### src/gpio_mux_pkg.sv
// shared constants, register layout and state types for the gpio pin mux
package gpio_mux_pkg;

  localparam int SUBSYS_N = 4;
  localparam int PINS_PER = 4;
  localparam int PIN_N    = 16;
  localparam int SYNC_W   = 17;
  localparam int ADDR_W   = 8;

  // byte addresses: subsystem block base + register offset
  localparam logic [7:0] SUB_STRIDE   = 8'h10;
  localparam logic [7:0] OFS_GPIO     = 8'h00;
  localparam logic [7:0] OFS_WDOG     = 8'h04;
  localparam logic [7:0] OFS_STATUS   = 8'h08;
  localparam logic [7:0] OFS_EMU_CFG  = 8'h40;
  localparam logic [7:0] SUB_SPAN     = 8'h40;

  // field positions
  localparam int GPIO_VAL_LSB  = 0;
  localparam int GPIO_DIR_LSB  = 4;
  localparam int GPIO_FLAG_BIT = 8;
  localparam int GPIO_BIO_BIT  = 9;
  localparam int GPIO_TMR_BIT  = 10;
  localparam int GPIO_W        = 11;
  localparam int WDOG_EN_BIT   = 0;
  localparam int STAT_BRANCH   = 4;
  localparam int STAT_OFF      = 5;
  localparam int EMU_OFF_BIT   = 0;

  // pin positions inside a subsystem
  localparam int PIN_FLAG = 0;
  localparam int PIN_BIO  = 1;
  localparam int PIN_WDOG = 2;
  localparam int PIN_TMR  = 3;

  // reset values
  localparam logic [10:0] GPIO_RESET  = 11'h000;
  localparam logic        WDOG_RESET  = 1'b0;
  localparam logic        EMU_RESET   = 1'b0;

  localparam logic [1:0] RESP_OKAY   = 2'b00;
  localparam logic [1:0] RESP_SLVERR = 2'b10;

  typedef struct packed {
    logic       tmrSel;
    logic       bioSel;
    logic       flagSel;
    logic [3:0] dir;
    logic [3:0] outVal;
  } gpio_ctrl_t;

  typedef enum logic [1:0] {
    WR_IDLE = 2'b01,
    WR_RESP = 2'b10
  } wr_state_t;

  typedef enum logic [1:0] {
    RD_IDLE = 2'b01,
    RD_DATA = 2'b10
  } rd_state_t;

  typedef struct packed {
    logic [SYNC_W-1:0] meta;
    logic [SYNC_W-1:0] stable;
  } sync_state_t;

  typedef struct packed {
    wr_state_t             wrState;
    rd_state_t             rdState;
    logic                  awHave;
    logic                  wHave;
    logic [ADDR_W-1:0]     awAddr;
    logic [31:0]           wData;
    logic [3:0]            wStrb;
    logic [1:0]            bResp;
    logic [31:0]           rData;
    logic [1:0]            rResp;
    gpio_ctrl_t [3:0]      gpio;
    logic [3:0]            wdEnable;
    logic                  emuOffCfg;
    logic [PIN_N-1:0]      pinOut;
    logic [PIN_N-1:0]      pinOe;
  } top_state_t;

endpackage

### src/pin_sync.sv
// two-flop synchroniser for the pad inputs
`timescale 1ns/100ps
module pin_sync (
  // clock and reset
  input  wire logic                          clk,
  input  wire logic                          resetn,
  // raw and synchronised levels
  input  wire logic [gpio_mux_pkg::SYNC_W-1:0] rawIn,
  output logic      [gpio_mux_pkg::SYNC_W-1:0] syncOut
);

  gpio_mux_pkg::sync_state_t state_reg;
  gpio_mux_pkg::sync_state_t state_next;

  always_comb begin
    state_next        = state_reg;
    state_next.meta   = rawIn;
    state_next.stable = state_reg.meta;
  end

  always_ff @(posedge clk or negedge resetn) begin
    if (!resetn) begin
      state_reg <= '0;
    end else begin
      state_reg <= state_next;
    end
  end

  assign syncOut = state_reg.stable;

endmodule

### src/subsys_pin_mux.sv
// per-subsystem selection between gpio and dedicated pin functions
`timescale 1ns/100ps
module subsys_pin_mux (
  // control
  input  wire logic                     ctrl_flag,
  input  wire gpio_mux_pkg::gpio_ctrl_t ctrl,
  input  wire logic                     wdEnable,
  input  wire logic                     offActive,
  // dedicated functions of the subsystem
  input  wire logic                     externalFlagOut,
  input  wire logic                     watchdogPinOut,
  input  wire logic                     timerPinOut,
  output logic                          branchCondIn,
  // pad side
  input  wire logic [3:0]               pinSync,
  output logic      [3:0]               pinOutNext,
  output logic      [3:0]               pinOeNext,
  output logic      [3:0]               readBack
);

  logic [3:0] fnSel;
  logic [3:0] fnIsIn;
  logic [3:0] fnVal;

  // pin0 flag, pin1 branch input, pin2 watchdog, pin3 timer
  assign fnSel[gpio_mux_pkg::PIN_FLAG]  = ctrl.flagSel;
  assign fnSel[gpio_mux_pkg::PIN_BIO]   = ctrl.bioSel;
  assign fnSel[gpio_mux_pkg::PIN_WDOG]  = wdEnable;
  assign fnSel[gpio_mux_pkg::PIN_TMR]   = ctrl.tmrSel;
  assign fnIsIn = 4'h2;
  assign fnVal  = {timerPinOut, watchdogPinOut, 1'b0, externalFlagOut};

  genvar i;
  generate
    for (i = 0; i < 4; i++) begin : g_pin
      always_comb begin
        if (fnSel[i]) begin
          pinOutNext[i] = fnVal[i];
          pinOeNext[i]  = ~fnIsIn[i] & ~offActive;
        end else begin
          pinOutNext[i] = ctrl.outVal[i];
          pinOeNext[i]  = ctrl.dir[i] & ~offActive;
        end
        // gp inputs show the pad, everything else the latched value
        if (!fnSel[i] && !ctrl.dir[i]) begin
          readBack[i] = pinSync[i];
        end else begin
          readBack[i] = ctrl.outVal[i];
        end
      end
    end
  endgenerate

  // branch input reads the pad only while routed in
  assign branchCondIn = ctrl.bioSel & pinSync[gpio_mux_pkg::PIN_BIO] & ctrl_flag;

endmodule

### src/subsystem_gpio_pin_mux.sv
// four-subsystem gpio pin multiplexer with an axi4-lite register slave
//
// How it works
// - flag select drives external flag on pin0
// - branch select routes pin1 into branch input
// - watchdog enable puts watchdog on pin2
// - timer select drives timer output on pin3
// - written output values drive gpio output pins
// - reads return sampled gpio input pin states
// - per-pin direction bit picks input or output
// - emulation off pin low floats all pins
//
// The implementer's own choices: the AXI4-Lite slave port and the address map.
`timescale 1ns/100ps
module subsystem_gpio_pin_mux (
  // clock and reset
  input  wire logic        clk,
  input  wire logic        resetn,
  // axi4-lite write address
  input  wire logic [7:0]  awaddr,
  input  wire logic [2:0]  awprot,
  input  wire logic        awvalid,
  output logic             awready,
  // axi4-lite write data
  input  wire logic [31:0] wdata,
  input  wire logic [3:0]  wstrb,
  input  wire logic        wvalid,
  output logic             wready,
  // axi4-lite write response
  output logic [1:0]       bresp,
  output logic             bvalid,
  input  wire logic        bready,
  // axi4-lite read address
  input  wire logic [7:0]  araddr,
  input  wire logic [2:0]  arprot,
  input  wire logic        arvalid,
  output logic             arready,
  // axi4-lite read data
  output logic [31:0]      rdata,
  output logic [1:0]       rresp,
  output logic             rvalid,
  input  wire logic        rready,
  // dedicated functions, one bit per subsystem
  input  wire logic [3:0]  externalFlagOut,
  input  wire logic [3:0]  watchdogPinOut,
  input  wire logic [3:0]  timerPinOut,
  output logic      [3:0]  branchCondIn,
  // emulation output-disable pin
  input  wire logic        emulationDisablePin,
  // pads, four per subsystem, subsystem s at [4s+3:4s]
  input  wire logic [15:0] gpPinIn,
  output logic      [15:0] gpPinOut,
  output logic      [15:0] gpPinOe
);

  gpio_mux_pkg::top_state_t state_reg;
  gpio_mux_pkg::top_state_t state_next;

  logic [gpio_mux_pkg::SYNC_W-1:0] syncAll;
  logic [15:0]                     pinSync;
  logic                            emuSync;
  logic                            offActive;
  logic [15:0]                     pinOutNext;
  logic [15:0]                     pinOeNext;
  logic [15:0]                     readBack;
  logic [3:0]                      branchAll;

  // pads and the emulation pin pass two flops before use
  pin_sync u_sync (
    .clk     (clk),
    .resetn  (resetn),
    .rawIn   ({emulationDisablePin, gpPinIn}),
    .syncOut (syncAll)
  );

  assign pinSync   = syncAll[15:0];
  assign emuSync   = syncAll[16];
  // float only while the pin works as output disable and is low
  assign offActive = state_reg.emuOffCfg & ~emuSync;

  genvar s;
  generate
    for (s = 0; s < gpio_mux_pkg::SUBSYS_N; s++) begin : g_sub
      subsys_pin_mux u_mux (
        .ctrl_flag       (1'b1),
        .ctrl            (state_reg.gpio[s]),
        .wdEnable        (state_reg.wdEnable[s]),
        .offActive       (offActive),
        .externalFlagOut (externalFlagOut[s]),
        .watchdogPinOut  (watchdogPinOut[s]),
        .timerPinOut     (timerPinOut[s]),
        .branchCondIn    (branchAll[s]),
        .pinSync         (pinSync[4*s+3:4*s]),
        .pinOutNext      (pinOutNext[4*s+3:4*s]),
        .pinOeNext       (pinOeNext[4*s+3:4*s]),
        .readBack        (readBack[4*s+3:4*s])
      );
    end
  endgenerate

  // byte-lane merge for partial writes
  function automatic logic [31:0] lane_merge(
    input logic [31:0] oldWord,
    input logic [31:0] newWord,
    input logic [3:0]  strb
  );
    logic [31:0] mask;
    mask = {{8{strb[3]}}, {8{strb[2]}}, {8{strb[1]}}, {8{strb[0]}}};
    return (oldWord & ~mask) | (newWord & mask);
  endfunction

  // register read mux; unmapped addresses answer slverr
  function automatic logic [33:0] read_word(
    input gpio_mux_pkg::top_state_t st,
    input logic [7:0]  addr,
    input logic [15:0] rb,
    input logic [15:0] raw,
    input logic [3:0]  br,
    input logic        off
  );
    logic [31:0] word;
    logic [1:0]  resp;
    logic [1:0]  sub;
    logic [7:0]  ofs;
    word = 32'h0000_0000;
    resp = gpio_mux_pkg::RESP_OKAY;
    sub  = addr[5:4];
    ofs  = addr & (gpio_mux_pkg::SUB_STRIDE - 8'h01);
    if (addr == gpio_mux_pkg::OFS_EMU_CFG) begin
      word[gpio_mux_pkg::EMU_OFF_BIT] = st.emuOffCfg;
    end else if (addr >= gpio_mux_pkg::SUB_SPAN) begin
      resp = gpio_mux_pkg::RESP_SLVERR;
    end else if (ofs == gpio_mux_pkg::OFS_GPIO) begin
      word[gpio_mux_pkg::GPIO_W-1:0] = st.gpio[sub];
      word[gpio_mux_pkg::GPIO_DIR_LSB-1:gpio_mux_pkg::GPIO_VAL_LSB] =
        rb[4*sub +: 4];
    end else if (ofs == gpio_mux_pkg::OFS_WDOG) begin
      word[gpio_mux_pkg::WDOG_EN_BIT] = st.wdEnable[sub];
    end else if (ofs == gpio_mux_pkg::OFS_STATUS) begin
      word[3:0]                       = raw[4*sub +: 4];
      word[gpio_mux_pkg::STAT_BRANCH] = br[sub];
      word[gpio_mux_pkg::STAT_OFF]    = off;
    end else begin
      resp = gpio_mux_pkg::RESP_SLVERR;
    end
    return {resp, word};
  endfunction

  logic [31:0] curWord;
  logic [31:0] newWord;
  logic [1:0]  wrSub;
  logic [7:0]  wrOfs;
  logic [33:0] rdResult;

  always_comb begin
    state_next = state_reg;
    curWord    = 32'h0000_0000;
    newWord    = 32'h0000_0000;
    wrSub      = state_reg.awAddr[5:4];
    wrOfs      = state_reg.awAddr & (gpio_mux_pkg::SUB_STRIDE - 8'h01);
    rdResult   = read_word(state_reg, araddr, readBack, pinSync,
                           branchAll, offActive);

    // pad drivers are registered copies of the mux result
    state_next.pinOut = pinOutNext;
    state_next.pinOe  = pinOeNext;

    // write channel: address and data taken in either order
    case (state_reg.wrState)
      gpio_mux_pkg::WR_IDLE: begin
        if (awvalid && !state_reg.awHave) begin
          state_next.awHave = 1'b1;
          state_next.awAddr = awaddr;
        end
        if (wvalid && !state_reg.wHave) begin
          state_next.wHave = 1'b1;
          state_next.wData = wdata;
          state_next.wStrb = wstrb;
        end
        if (state_reg.awHave && state_reg.wHave) begin
          state_next.awHave  = 1'b0;
          state_next.wHave   = 1'b0;
          state_next.bResp   = gpio_mux_pkg::RESP_OKAY;
          state_next.wrState = gpio_mux_pkg::WR_RESP;
          if (state_reg.awAddr == gpio_mux_pkg::OFS_EMU_CFG) begin
            curWord = {31'h0, state_reg.emuOffCfg};
            newWord = lane_merge(curWord, state_reg.wData,
                                 state_reg.wStrb);
            state_next.emuOffCfg = newWord[gpio_mux_pkg::EMU_OFF_BIT];
          end else if (state_reg.awAddr >= gpio_mux_pkg::SUB_SPAN) begin
            state_next.bResp = gpio_mux_pkg::RESP_SLVERR;
          end else if (wrOfs == gpio_mux_pkg::OFS_GPIO) begin
            curWord = {21'h0, state_reg.gpio[wrSub]};
            newWord = lane_merge(curWord, state_reg.wData,
                                 state_reg.wStrb);
            // latches output values, directions and selects
            state_next.gpio[wrSub] =
              newWord[gpio_mux_pkg::GPIO_W-1:0];
          end else if (wrOfs == gpio_mux_pkg::OFS_WDOG) begin
            curWord = {31'h0, state_reg.wdEnable[wrSub]};
            newWord = lane_merge(curWord, state_reg.wData,
                                 state_reg.wStrb);
            state_next.wdEnable[wrSub] =
              newWord[gpio_mux_pkg::WDOG_EN_BIT];
          end else if (wrOfs == gpio_mux_pkg::OFS_STATUS) begin
            // status is read only; write is accepted and dropped
            state_next.bResp = gpio_mux_pkg::RESP_OKAY;
          end else begin
            state_next.bResp = gpio_mux_pkg::RESP_SLVERR;
          end
        end
      end
      gpio_mux_pkg::WR_RESP: begin
        if (bready) begin
          state_next.wrState = gpio_mux_pkg::WR_IDLE;
        end
      end
      default: begin
        state_next.wrState = gpio_mux_pkg::WR_IDLE;
      end
    endcase

    // read channel: one read at a time, data held until taken
    case (state_reg.rdState)
      gpio_mux_pkg::RD_IDLE: begin
        if (arvalid) begin
          state_next.rResp   = rdResult[33:32];
          state_next.rData   = rdResult[31:0];
          state_next.rdState = gpio_mux_pkg::RD_DATA;
        end
      end
      gpio_mux_pkg::RD_DATA: begin
        if (rready) begin
          state_next.rdState = gpio_mux_pkg::RD_IDLE;
        end
      end
      default: begin
        state_next.rdState = gpio_mux_pkg::RD_IDLE;
      end
    endcase
  end

  always_ff @(posedge clk or negedge resetn) begin
    if (!resetn) begin
      state_reg.wrState   <= gpio_mux_pkg::WR_IDLE;
      state_reg.rdState   <= gpio_mux_pkg::RD_IDLE;
      state_reg.awHave    <= 1'b0;
      state_reg.wHave     <= 1'b0;
      state_reg.awAddr    <= 8'h00;
      state_reg.wData     <= 32'h0000_0000;
      state_reg.wStrb     <= 4'h0;
      state_reg.bResp     <= gpio_mux_pkg::RESP_OKAY;
      state_reg.rData     <= 32'h0000_0000;
      state_reg.rResp     <= gpio_mux_pkg::RESP_OKAY;
      state_reg.gpio      <= {4{gpio_mux_pkg::GPIO_RESET}};
      state_reg.wdEnable  <= {4{gpio_mux_pkg::WDOG_RESET}};
      state_reg.emuOffCfg <= gpio_mux_pkg::EMU_RESET;
      state_reg.pinOut    <= 16'h0000;
      state_reg.pinOe     <= 16'h0000;
    end else begin
      state_reg <= state_next;
    end
  end

  // handshakes
  assign awready = (state_reg.wrState == gpio_mux_pkg::WR_IDLE) &
                   ~state_reg.awHave;
  assign wready  = (state_reg.wrState == gpio_mux_pkg::WR_IDLE) &
                   ~state_reg.wHave;
  assign bvalid  = (state_reg.wrState == gpio_mux_pkg::WR_RESP);
  assign bresp   = state_reg.bResp;
  assign arready = (state_reg.rdState == gpio_mux_pkg::RD_IDLE);
  assign rvalid  = (state_reg.rdState == gpio_mux_pkg::RD_DATA);
  assign rdata   = state_reg.rData;
  assign rresp   = state_reg.rResp;

  // pads and branch inputs
  assign gpPinOut     = state_reg.pinOut;
  assign gpPinOe      = state_reg.pinOe;
  assign branchCondIn = branchAll;

endmodule

### config.mk
export PLATFORM = sky130hd
export DESIGN_NAME = subsystem_gpio_pin_mux
export DESIGN_NICKNAME = d
export VERILOG_FILES = /design/src/gpio_mux_pkg.sv /design/src/pin_sync.sv /design/src/subsys_pin_mux.sv /design/src/subsystem_gpio_pin_mux.sv
export SDC_FILE = /design/constraint.sdc
export NUM_CORES = 1
export LEC_CHECK = 0
export ABC_AREA = 1
export BUFFER_PORTS_ARGS = -buffer_cell sky130_fd_sc_hd__buf_2
export CORE_AREA = 2 2 106 149
export DETAILED_ROUTE_END_ITERATION = 7
export DIE_AREA = 0 0 108 151
export PLACE_DENSITY_LB_ADDON = 0.05
export SLEW_MARGIN = 20
export SYNTH_ARGS = -nofsm -noshare
export SYNTH_HDL_FRONTEND = slang
export SYNTH_SLANG_ARGS = --single-unit
### constraint.sdc
create_clock -name clk -period 1.65 [get_ports clk]
set_clock_uncertainty 0.1 [all_clocks]
set_input_delay 0.165 -clock clk [delete_from_list [all_inputs] [get_ports clk]]
set_output_delay 0.165 -clock clk [all_outputs]
set_load 0.03 [all_outputs]
==> impl_metrics.ini, run 1 <==
[power_and_ir_drop]
swShare_pct = 34.1
switching_power_mw = 4.39
intPower_mw = 8.47
seq_power_share_pct = 37.0
p_comb_share_pct = 31.7
pwr-share-clk_pct = 31.3
finalPower_mw = 12.9
leakage_nw = 4.74
power-per-cell-area_nw_per_um2 = 1310
irDropWorstVdd_mv = 1.34

[setup_path]
slowest_delay_ps = 530
critPathRequiredTime_ps = 1380
critical-path-slowest-cell = dfstp_2
crit_path_frequent_cell = inv_2
critPathKind = register to primary output
crit_buf_inv = 4
path_max_fanout = 3
crit_family = flip-flops
worstSetupStartpointType = register
crit_arrival_ps = 1560
end_kind = primary output
path_cells = inv_2 -> nor2_2 -> inv_2 -> buf_12 -> nor2_4 -> buf_6

[placement]
hpwl_um = 12800
numPortBuffers = 118
place_ws_ps = -128
place_congestion = 0.866
place_area_sq_um = 7830
dp_cells = 1069

[detailed_routing]
drtAntennaViolNets = 0
viasPerCell = 5.27
routedWlPerCell_um = 17.1
wl_um = 20000
vias = 6178
drtPass1Iterations = 5
drt_iter0_drc = 450
drc = 0

[global_routing]
grt_start_max_net_pins = 69
overflow = 0
grt_antenna_before_repair = 0
first_global_vias = 5905
grt_use_total_pct = 24.5
grt_pass1_wl_um = 30200

[yosys]
synth_seq_cells = 155
synth_cell_type_count = 28
yosysSeqAreaShare_pct = 55.0
yosys-top-cells-area = dfrtp_1, nand2_1, buf_4
synth_commonest_cells = nand2_1, dfrtp_1, nor2_1, buf_4, o21ai_0
synth_edf_count = 0
synthesis.area_sq_um = 7060
synth_top_area_share_pct = 54.2
synth_ff_type = dfrtp_1
synth_top_area_cell = dfrtp_1
netlist_instances = 794
synth.avg_cell_area_sq_um = 8.89
synth-async-reset-ratio_pct = 100
ys_warn_count = 0
yosysMostFrequentCell = nand2_1

[timing]
worst_slack_ps = -179
tightest_slew_ps = 565
min_period_ps = 1830
finalMaxSlewViolations = 0
hold_viol = 0
period_share_pct = 111
fmax_mhz = 547
setup_viol = 56
maxSlewHeadroom_pct = 61.9
rsz0062_at_grt = yes

[floorplan]
row_count = 53
initial_core_util_pct = 47.3
die_h_um = 151
coreArea_sq_um = 14900
fp.dieW_um = 108
dieArea_sq_um = 16300
pin_count = 171

[status]
outcome = finished with violations
violations = setup timing

[final_layout]
postLayoutCoreUtil_pct = 65.6
final_cells = 1173
area_growth_pct = 38.6
finalNetCount = 1062
finalInstanceArea_sq_um = 9780
largest_register_ffs = 75
drive_gt1_share_pct = 33.6
n_antenna_cell = 0
nFillCells = 1229

[clock_network]
cts_max_level = 4
clk_path_buf_depth = 2
cts_root_buf = clkbuf_16
path_clk_slew_ps = 60
worstSkewPairLatency_ps = 430
clock-sinks = 155
cts_tree = yes
cts_made_buffers = 17

[hold_path]
min-delay-path-class = primary input to register

[job]
maxCapViolCount = 0
logic make-up after synthesis:
logic type             count (synthesis)  synth area share, %
AND/OR/NAND/NOR                      313                 18.0
AO/OA/AOI/OAI                        155                 12.0
flip-flops                           155                 55.0
buffers and inverters                153                 12.3
multiplexers                          17                 2.71
other                                  1               0.0531
placed cells by master, fill, tap and decap left out, types with 11 or more instances in the layout:
cell type	netlist	routed
dlygate4sd3_1	0	55
nor2_2	3	11
o21ai_1	38	29
nand2_4	0	21
o21ai_2	0	20
o22ai_1	13	13
conb_1	1	23
clkbuf_16	0	22
buf_2	17	115
dfrtp_1	153	151
nor2_1	81	69
buf_4	72	30
nand3_1	31	29
inv_1	51	48
a21oi_1	21	17
mux2_2	17	17
buf_12	0	13
nand2_1	183	134
o21ai_0	65	54
nand2_2	5	28
worst reg2reg max path, stage by stage (launching register included):
cell	delay, ps
dfstp_2	530
inv_2	30
nor2_2	80
inv_2	80
nor4_4	250
buf_6	230
nand2_8	100
buf_12	160
nand2_2	60
o21ai_1	70
cell type report:
class	instances	area, sq um	share of cell area (%)
Tap cell	192	240	2.46
Sequential cell	155	3880	39.7
Timing Repair Buffer	232	1950	19.9
Clock buffer	20	437	4.46
Inverter	52	195	2.00
Multi-Input combinational cell	510	2910	29.7
Clock inverter	12	173	1.76
power by group through the flow:
stage	registers (mW)	logic, mW	clock network [mW]
after floorplan	4.66	2.20	0
after global placement	4.76	3.21	0
after detailed placement	4.78	3.27	0
after CTS	4.73	3.77	4.10
after global routing	4.82	4.43	4.27
final	4.76	4.08	4.02
worst paths after layout:
check	from	end	slack, ps	depth (start not counted)
max	state_reg[165]	awready	-180	6
min	arvalid	rresp[1]	40	5
max reg2reg	state_reg[165]	state_reg[76]	-170	9
min reg2reg	u_sync.state_next[9]	u_sync.syncOut[9]	250	0
max in group asynchronous	resetn	state_reg[53]	720	3
min in group asynchronous	resetn	rdata[3]	80	2
what timing repair did:
action / CTS / global route
resized for setup: 48 / 97
hold endpoints to repair: 209 / 0
pin swaps: 5 / 6
cloned: 5 / 7
hold buffers: 55 / 0
setup buffers: 4 / 3
endpoints found under the setup margin: 66 / 82
stage by stage:
step | setup TNS [ps] | hold slack [ps]
3_5_place_dp | -5230 | -45.1
4_1_cts | -6370 | 11.4
6_report | -7210 | 38.5
3_3_place_gp | -6280 | -45.8
5_1_grt | -11470 | 73.5
2_1_floorplan | -1710 | -231
routing by layer:
metal  global-route usage, %  part of all wire (%)
met5                       0                     0
met4                    11.1                   3.6
met3                    4.00                   6.5
met2                    40.8                    50
met1                    31.3                    40
No activity file was read; power rests on OpenSTA's default activity.
==> run 2: changes to the inputs <==
--- a/config.mk
+++ b/config.mk
@@ -7,10 +7,10 @@
 export LEC_CHECK = 0
 export ABC_AREA = 1
 export BUFFER_PORTS_ARGS = -buffer_cell sky130_fd_sc_hd__buf_2
-export CORE_AREA = 2 2 106 149
+export CORE_AREA = 2 2 116 163
 export DETAILED_ROUTE_END_ITERATION = 7
-export DIE_AREA = 0 0 108 151
-export PLACE_DENSITY_LB_ADDON = 0.05
+export DIE_AREA = 0 0 118 165
+export PLACE_DENSITY = 0.74
 export SLEW_MARGIN = 20
 export SYNTH_ARGS = -nofsm -noshare
 export SYNTH_HDL_FRONTEND = slang
==> run 2 against run 1 <==
Compared with the run above:
- final cell count rose by 3.0%
- utilization decreased by 13 points
- the run still ends with setup timing left
- count of clock-buffer cells in the layout is 3 lower
- non-clock buffer count is 11 lower
- worst hold slack lost 9.4 ps
- fmax down 0.43%
- total power decreased by 3.3%
- sequential share of layout area grew 1.7 points
- design area decreased by 4.0%
- sequential power hardly changed
- via count down 2.9%
- sequential cell count did not move
==> impl_metrics.ini, run 2 (synthesized netlist as in run 1, its figures left out) <==
[timing]
tightest_slew_ps = 512
worst_slack_ps = -187
fmax_mhz = 544
fin_hold_ws_ps = 29.1
hold_viol = 0
finalMaxSlewViolations = 0
maxSlewHeadroom_pct = 65.8
setup_viol = 59
period_share_pct = 111
min_period_ps = 1840
rsz0062_at_grt = yes

[final_layout]
postLayoutCoreUtil_pct = 52.4
n_antenna_cell = 0
area_growth_pct = 33.0
drive_gt1_share_pct = 28.3
register_area_sq_um = 3880
largest_register_ffs = 75
final_common_cell = nand2_1
final_cells = 1208
mostFrequentLayoutCells = nand2_1, dfrtp_1, buf_2
finalNetCount = 1049
nFillCells = 1547
multi_input_area_sq_um = 2620

[detailed_routing]
drtPass1Iterations = 5
drc = 0
vias = 6001
drt_iter0_drc = 507
drtAntennaViolNets = 0
viasPerCell = 4.97
routedWlPerCell_um = 15.4
wl_um = 18600

[placement]
hpwl_um = 12500
numPortBuffers = 118
place_congestion = 0.856
dp_cells = 1112

[setup_path]
worstSetupPathDepth = 10
end_kind = register
worstSetupStartpointType = register
crit_arrival_ps = 2030
crit_buf_inv = 5
critical-path-slowest-cell = dfstp_2
path_max_fanout = 11
rr_worst_depth = 10
crit_family = buffers and inverters
path_cells = inv_2 -> nor2_2 -> inv_2 -> buf_12 -> nor4_4 -> buf_6 -> nand2_4 -> clkbuf_16 -> nand2_1 -> o21ai_1
crit_path_frequent_cell = inv_2
slowest_delay_ps = 540
critPathKind = register to register
critPathRequiredTime_ps = 1840

[clock_network]
cts_made_buffers = 17
cts_tree = yes
clk_path_buf_depth = 2
cts_root_buf = clkbuf_16
worstSkewPairLatency_ps = 420
cts_max_level = 4
path_clk_slew_ps = 70
clock-sinks = 155

[job]
maxCapViolCount = 0

[global_routing]
grt_pass1_wl_um = 29300
grt_start_max_net_pins = 55
first_global_vias = 5695
grt_use_total_pct = 19.4
grt_antenna_before_repair = 0
overflow = 0

[power_and_ir_drop]
p_comb_share_pct = 30.7
pwr-share-clk_pct = 31.1
irDropWorstVdd_mv = 1.23
power-per-cell-area_nw_per_um2 = 1330
switching_power_mw = 4.30
swShare_pct = 34.5
leakage_nw = 4.63
seq_power_share_pct = 38.2
intPower_mw = 8.15

[hold_path]
min-delay-path-class = primary input to register
hold_path_depth = 4

[status]
violations = setup timing
outcome = finished with violations

[floorplan]
initial_core_util_pct = 39.4
row_count = 58
dieArea_sq_um = 19500
die_h_um = 165
coreArea_sq_um = 17900
fp.dieW_um = 118
pin_count = 171
[run 2: cell count changes in the layout (fill, tap and decap cells not counted), moves of 3 or more]
cell / delta
clkinv_4: +3
nand2_1: +29
o21ai_2: -13
nor2_1: +5
nand2_2: -14
clkbuf_1: -3
buf_4: -7
buf_16: -3
nand2_8: -5
nand2_4: -12
nor2_2: -6
inv_6: +4
o21ai_1: +12
[run 2: worst paths after layout]
path,start,to,slack [ps]
max,state_reg[165],state_reg[74],-190
min in group asynchronous,resetn,state_reg[118],70
max in group asynchronous,resetn,gpPinOe[9],800
min,awvalid,state_reg[159],30
max reg2reg,state_reg[165],state_reg[74],-190
min reg2reg,u_sync.state_next[10],u_sync.syncOut[10],240
[run 2: tightest hold or removal path: cells and delay by family]
kind,cells,cell delay (ps)
AO/OA/AOI/OAI,1,50
buffers and inverters,1,120
AND/OR/NAND/NOR,2,170
[run 2: what timing repair did]
item,CTS,global route
hold buffers,53,0
setup buffers,6,0
resized for setup,16,60
pin swaps,2,5
gates cloned,0,5
setup endpoints to repair,56,87
endpoints found under the hold margin,208,0
[run 2: final cells by class]
| type | count | area share (%) |
|---|---|---|
| timing repair buffer | 221 | 19.1 |
| tap | 240 | 3.20 |
| sequential | 155 | 41.4 |
| clock inverter | 15 | 1.76 |
| clock buffer | 17 | 4.53 |
| inverter | 52 | 2.12 |
| multi-input combinational | 508 | 27.9 |
[run 2: routing by layer]
| metal | vias up | track usage [%] | wire length [um] | share of wire, % |
|---|---|---|---|---|
| met5 | - | 0 | 0 | 0 |
| met4 | 0 | 8.49 | 567 | 3.0 |
| met3 | 43 | 3.76 | 1110 | 5.9 |
| met2 | 295 | 33.2 | 9490 | 51 |
| met1 | 2824 | 23.9 | 7460 | 40 |
| li1 | 2839 | - | - | - |
[run 2: through the flow]
step | TNS, ps | cell area, sq um | setup slack [ps] | total power [mW]
2_1_floorplan | -1710 | 7230 | -80.2 | 6.86
3_3_place_gp | -4040 | 7830 | -97.5 | 7.84
3_5_place_dp | -3580 | 7830 | -103 | 7.91
4_1_cts | -9120 | 9080 | -208 | 12.3
5_1_grt | -11740 | 9390 | -257 | 13.1
6_report | -6940 | 9390 | -187 | 12.4
[run 2: power by group through the flow]
stage                     clock network (mW)  logic, mW  registers [mW]
final                                   3.87       3.82            4.75
after global routing                    4.12       4.14            4.81
after CTS                               3.96       3.57            4.72
after detailed placement                   0       3.12            4.79
after global placement                     0       3.07            4.77
after floorplan                            0       2.20            4.66
==> run 3: changes to the inputs <==
--- a/config.mk
+++ b/config.mk
@@ -5,9 +5,9 @@
 export SDC_FILE = /design/constraint.sdc
 export NUM_CORES = 1
 export LEC_CHECK = 0
-export ABC_AREA = 1
 export BUFFER_PORTS_ARGS = -buffer_cell sky130_fd_sc_hd__buf_2
 export CORE_AREA = 2 2 116 163
+export CTS_BUF_LIST = sky130_fd_sc_hd__clkbuf_16
 export DETAILED_ROUTE_END_ITERATION = 7
 export DIE_AREA = 0 0 118 165
 export PLACE_DENSITY = 0.74
==> run 3 against run 2 <==
Compared with the run above:
- the run still ends with setup timing left
- worst setup slack worse by 60 ps
- wire length is 0.26% higher
- clock power barely moved
- synthesized cell count fell by 35%
- sequential cell count is the same
- critical path depth shrank 5
- synthesized area is 1.0% higher
- first-iteration DRC count decreased by 42%
- design area is 5.3% higher
- worst hold slack improved by 99 ps
- largest power group is now combinational cells
==> impl_metrics.ini, run 3 <==
[setup_path]
path_max_fanout = 6
rr_worst_depth = 5
crit_buf_inv = 1
end_kind = register
rrSetupSlack_ps = -250
crit_arrival_ps = 2100
worstSetupStartpointType = register
r2r-start = state_reg[165]
r2r-end = state_reg[62]
path_cells = and4b_2 -> nand4_4 -> nor3b_4 -> buf_6 -> mux2_4
worstSetupPathDepth = 5
critical-path-slowest-cell = dfstp_2
critPathRequiredTime_ps = 1850
critPathKind = register to register
slowest_delay_ps = 520
crit_family = simple AND/OR/NAND/NOR gates

[clock_network]
clock-sinks = 155
worstSkewPairLatency_ps = 430
path_clk_slew_ps = 60
clk_path_buf_depth = 2
cts_root_buf = clkbuf_16
cts_max_level = 4
cts_tree = yes
cts_made_buffers = 17

[timing]
fmax_mhz = 527
finalMaxSlewViolations = 0
hold_viol = 0
worst_slack_ps = -247
min_period_ps = 1900
period_share_pct = 115
setup_viol = 65
rsz0062_at_grt = yes

[status]
outcome = finished with violations
violations = setup timing

[yosys]
synth_top_area_share_pct = 53.7
synth.avg_cell_area_sq_um = 13.7
synth_commonest_cells = dfrtp_1, mux2_2, buf_4, nor2_1, mux4_2
synth_top_area_cell = dfrtp_1
synth_cell_type_count = 45
yosysMostFrequentCell = dfrtp_1
netlist_instances = 520
synth-async-reset-ratio_pct = 100
synth_ff_type = dfrtp_1
yosysSeqAreaShare_pct = 54.4
synth_seq_cells = 155
synth_edf_count = 0
synthesis.area_sq_um = 7130
ys_warn_count = 0
yosys-top-cells-area = dfrtp_1, mux2_2, mux4_2

[detailed_routing]
viasPerCell = 5.03
routedWlPerCell_um = 18.6
drt_iter0_drc = 296
wl_um = 18700
drtPass1Iterations = 5
drc = 0
vias = 5043
drtAntennaViolNets = 0

[power_and_ir_drop]
finalPower_mw = 14.0
leakage_nw = 4.92
irDropWorstVdd_mv = 1.09
power-per-cell-area_nw_per_um2 = 1420

[placement]
place_congestion = 0.876
numPortBuffers = 118
hpwl_um = 13300
dp_cells = 903
place_ws_ps = -276
place_area_sq_um = 8360

[final_layout]
n_antenna_cell = 0
finalNetCount = 843
mostFrequentLayoutCells = dfrtp_1, buf_2, buf_4
final_cells = 1002
largest_register_ffs = 75
area_growth_pct = 38.7
final_common_cell = dfrtp_1
finalInstanceArea_sq_um = 9890
drive_gt1_share_pct = 53.5

[global_routing]
overflow = 0
grt_start_max_net_pins = 43
grt_use_total_pct = 20.0
first_global_vias = 5474
grt_antenna_before_repair = 0
grt_pass1_wl_um = 29600

[floorplan]
initial_core_util_pct = 39.8
die_h_um = 165
coreArea_sq_um = 17900
pin_count = 171
fp.dieW_um = 118
dieArea_sq_um = 19500
row_count = 58

[job]
maxCapViolCount = 0

[hold_path]
whs_endpoint = rdata[0]
min-delay-path-class = primary input to register
hold_path_depth = 5
hp-start = araddr[6]
## run 3: logic make-up (layout without fill, tap and decap cells)
family	count (synthesis)	count (layout)	synth area share (%)
flops	155	155	54.4
buf+inv	99	318	9.40
mux	132	132	25.1
other cells	1	23	0.0526
simple gates	100	101	7.51
compound gates	33	33	3.56
## run 3: worst max-delay path by stage
stage	from	end	slack [ps]
2_1_floorplan	state_reg[165]	state_reg[59]	-220
3_3_place_gp	state_reg[165]	register	-210
3_5_place_dp	state_reg[165]	state_reg[62]	-280
4_1_cts	state_reg[165]	state_reg[67]	-270
5_1_grt	state_reg[165]	state_reg[45]	-300
6_report	state_reg[165]	state_reg[62]	-250
## run 3: stage by stage
| step | util, % | setup TNS, ps | hold WS, ps |
|---|---|---|---|
| 5_1_grt | 55.2 | -15720 | 147 |
| 6_report | 55.2 | -11260 | 128 |
| 4_1_cts | 54.5 | -11710 | 104 |
| 3_3_place_gp | 46.7 | -10480 | 9.36 |
| 2_1_floorplan | - | -11370 | -231 |
| 3_5_place_dp | 46.7 | -13220 | 18.7 |
## run 3: layout make-up
| type | count | area, sq um |
|---|---|---|
| fillers | 1456 | 8030 |
| flip-flops and latches | 155 | 3880 |
| multi-input cells | 289 | 3010 |
| repair buffers | 278 | 2090 |
| clock buffers | 17 | 425 |
| well taps | 240 | 300 |
| clock inverters | 15 | 156 |
| inverters | 8 | 30.0 |
## run 3: report_power, final
| group | total (mW) | internal, mW | switching (mW) |
|---|---|---|---|
| combinational | 5.09 | 2.60 | 2.49 |
| sequential | 5.06 | 4.54 | 0.522 |
| clock | 3.86 | 2.35 | 1.52 |
## run 3: per-layer routing
metal	wire, um	GRT usage (%)	vias up
li1	-	-	2222
met1	7560	23.6	2593
met5	0	0	-
met2	9770	35.5	201
met3	951	4.63	27
met4	384	7.83	0
## run 3: tightest hold or removal path: cells and delay by family
family	cells	cell delay, ps
AOI/OAI and AO/OA	1	90
buffers and inverters	1	100
and+or+nand+nor	3	250
## run 3: timing repair
| item | 4_1_cts | 5_1_grt |
|---|---|---|
| pin swaps | 4 | 14 |
| gates resized for setup | 59 | 29 |
| hold buffers | 55 | 0 |
| hold endpoints to repair | 198 | 0 |
| gates cloned | 2 | 0 |
| setup endpoints to repair | 76 | 83 |
| setup buffers | 9 | 2 |
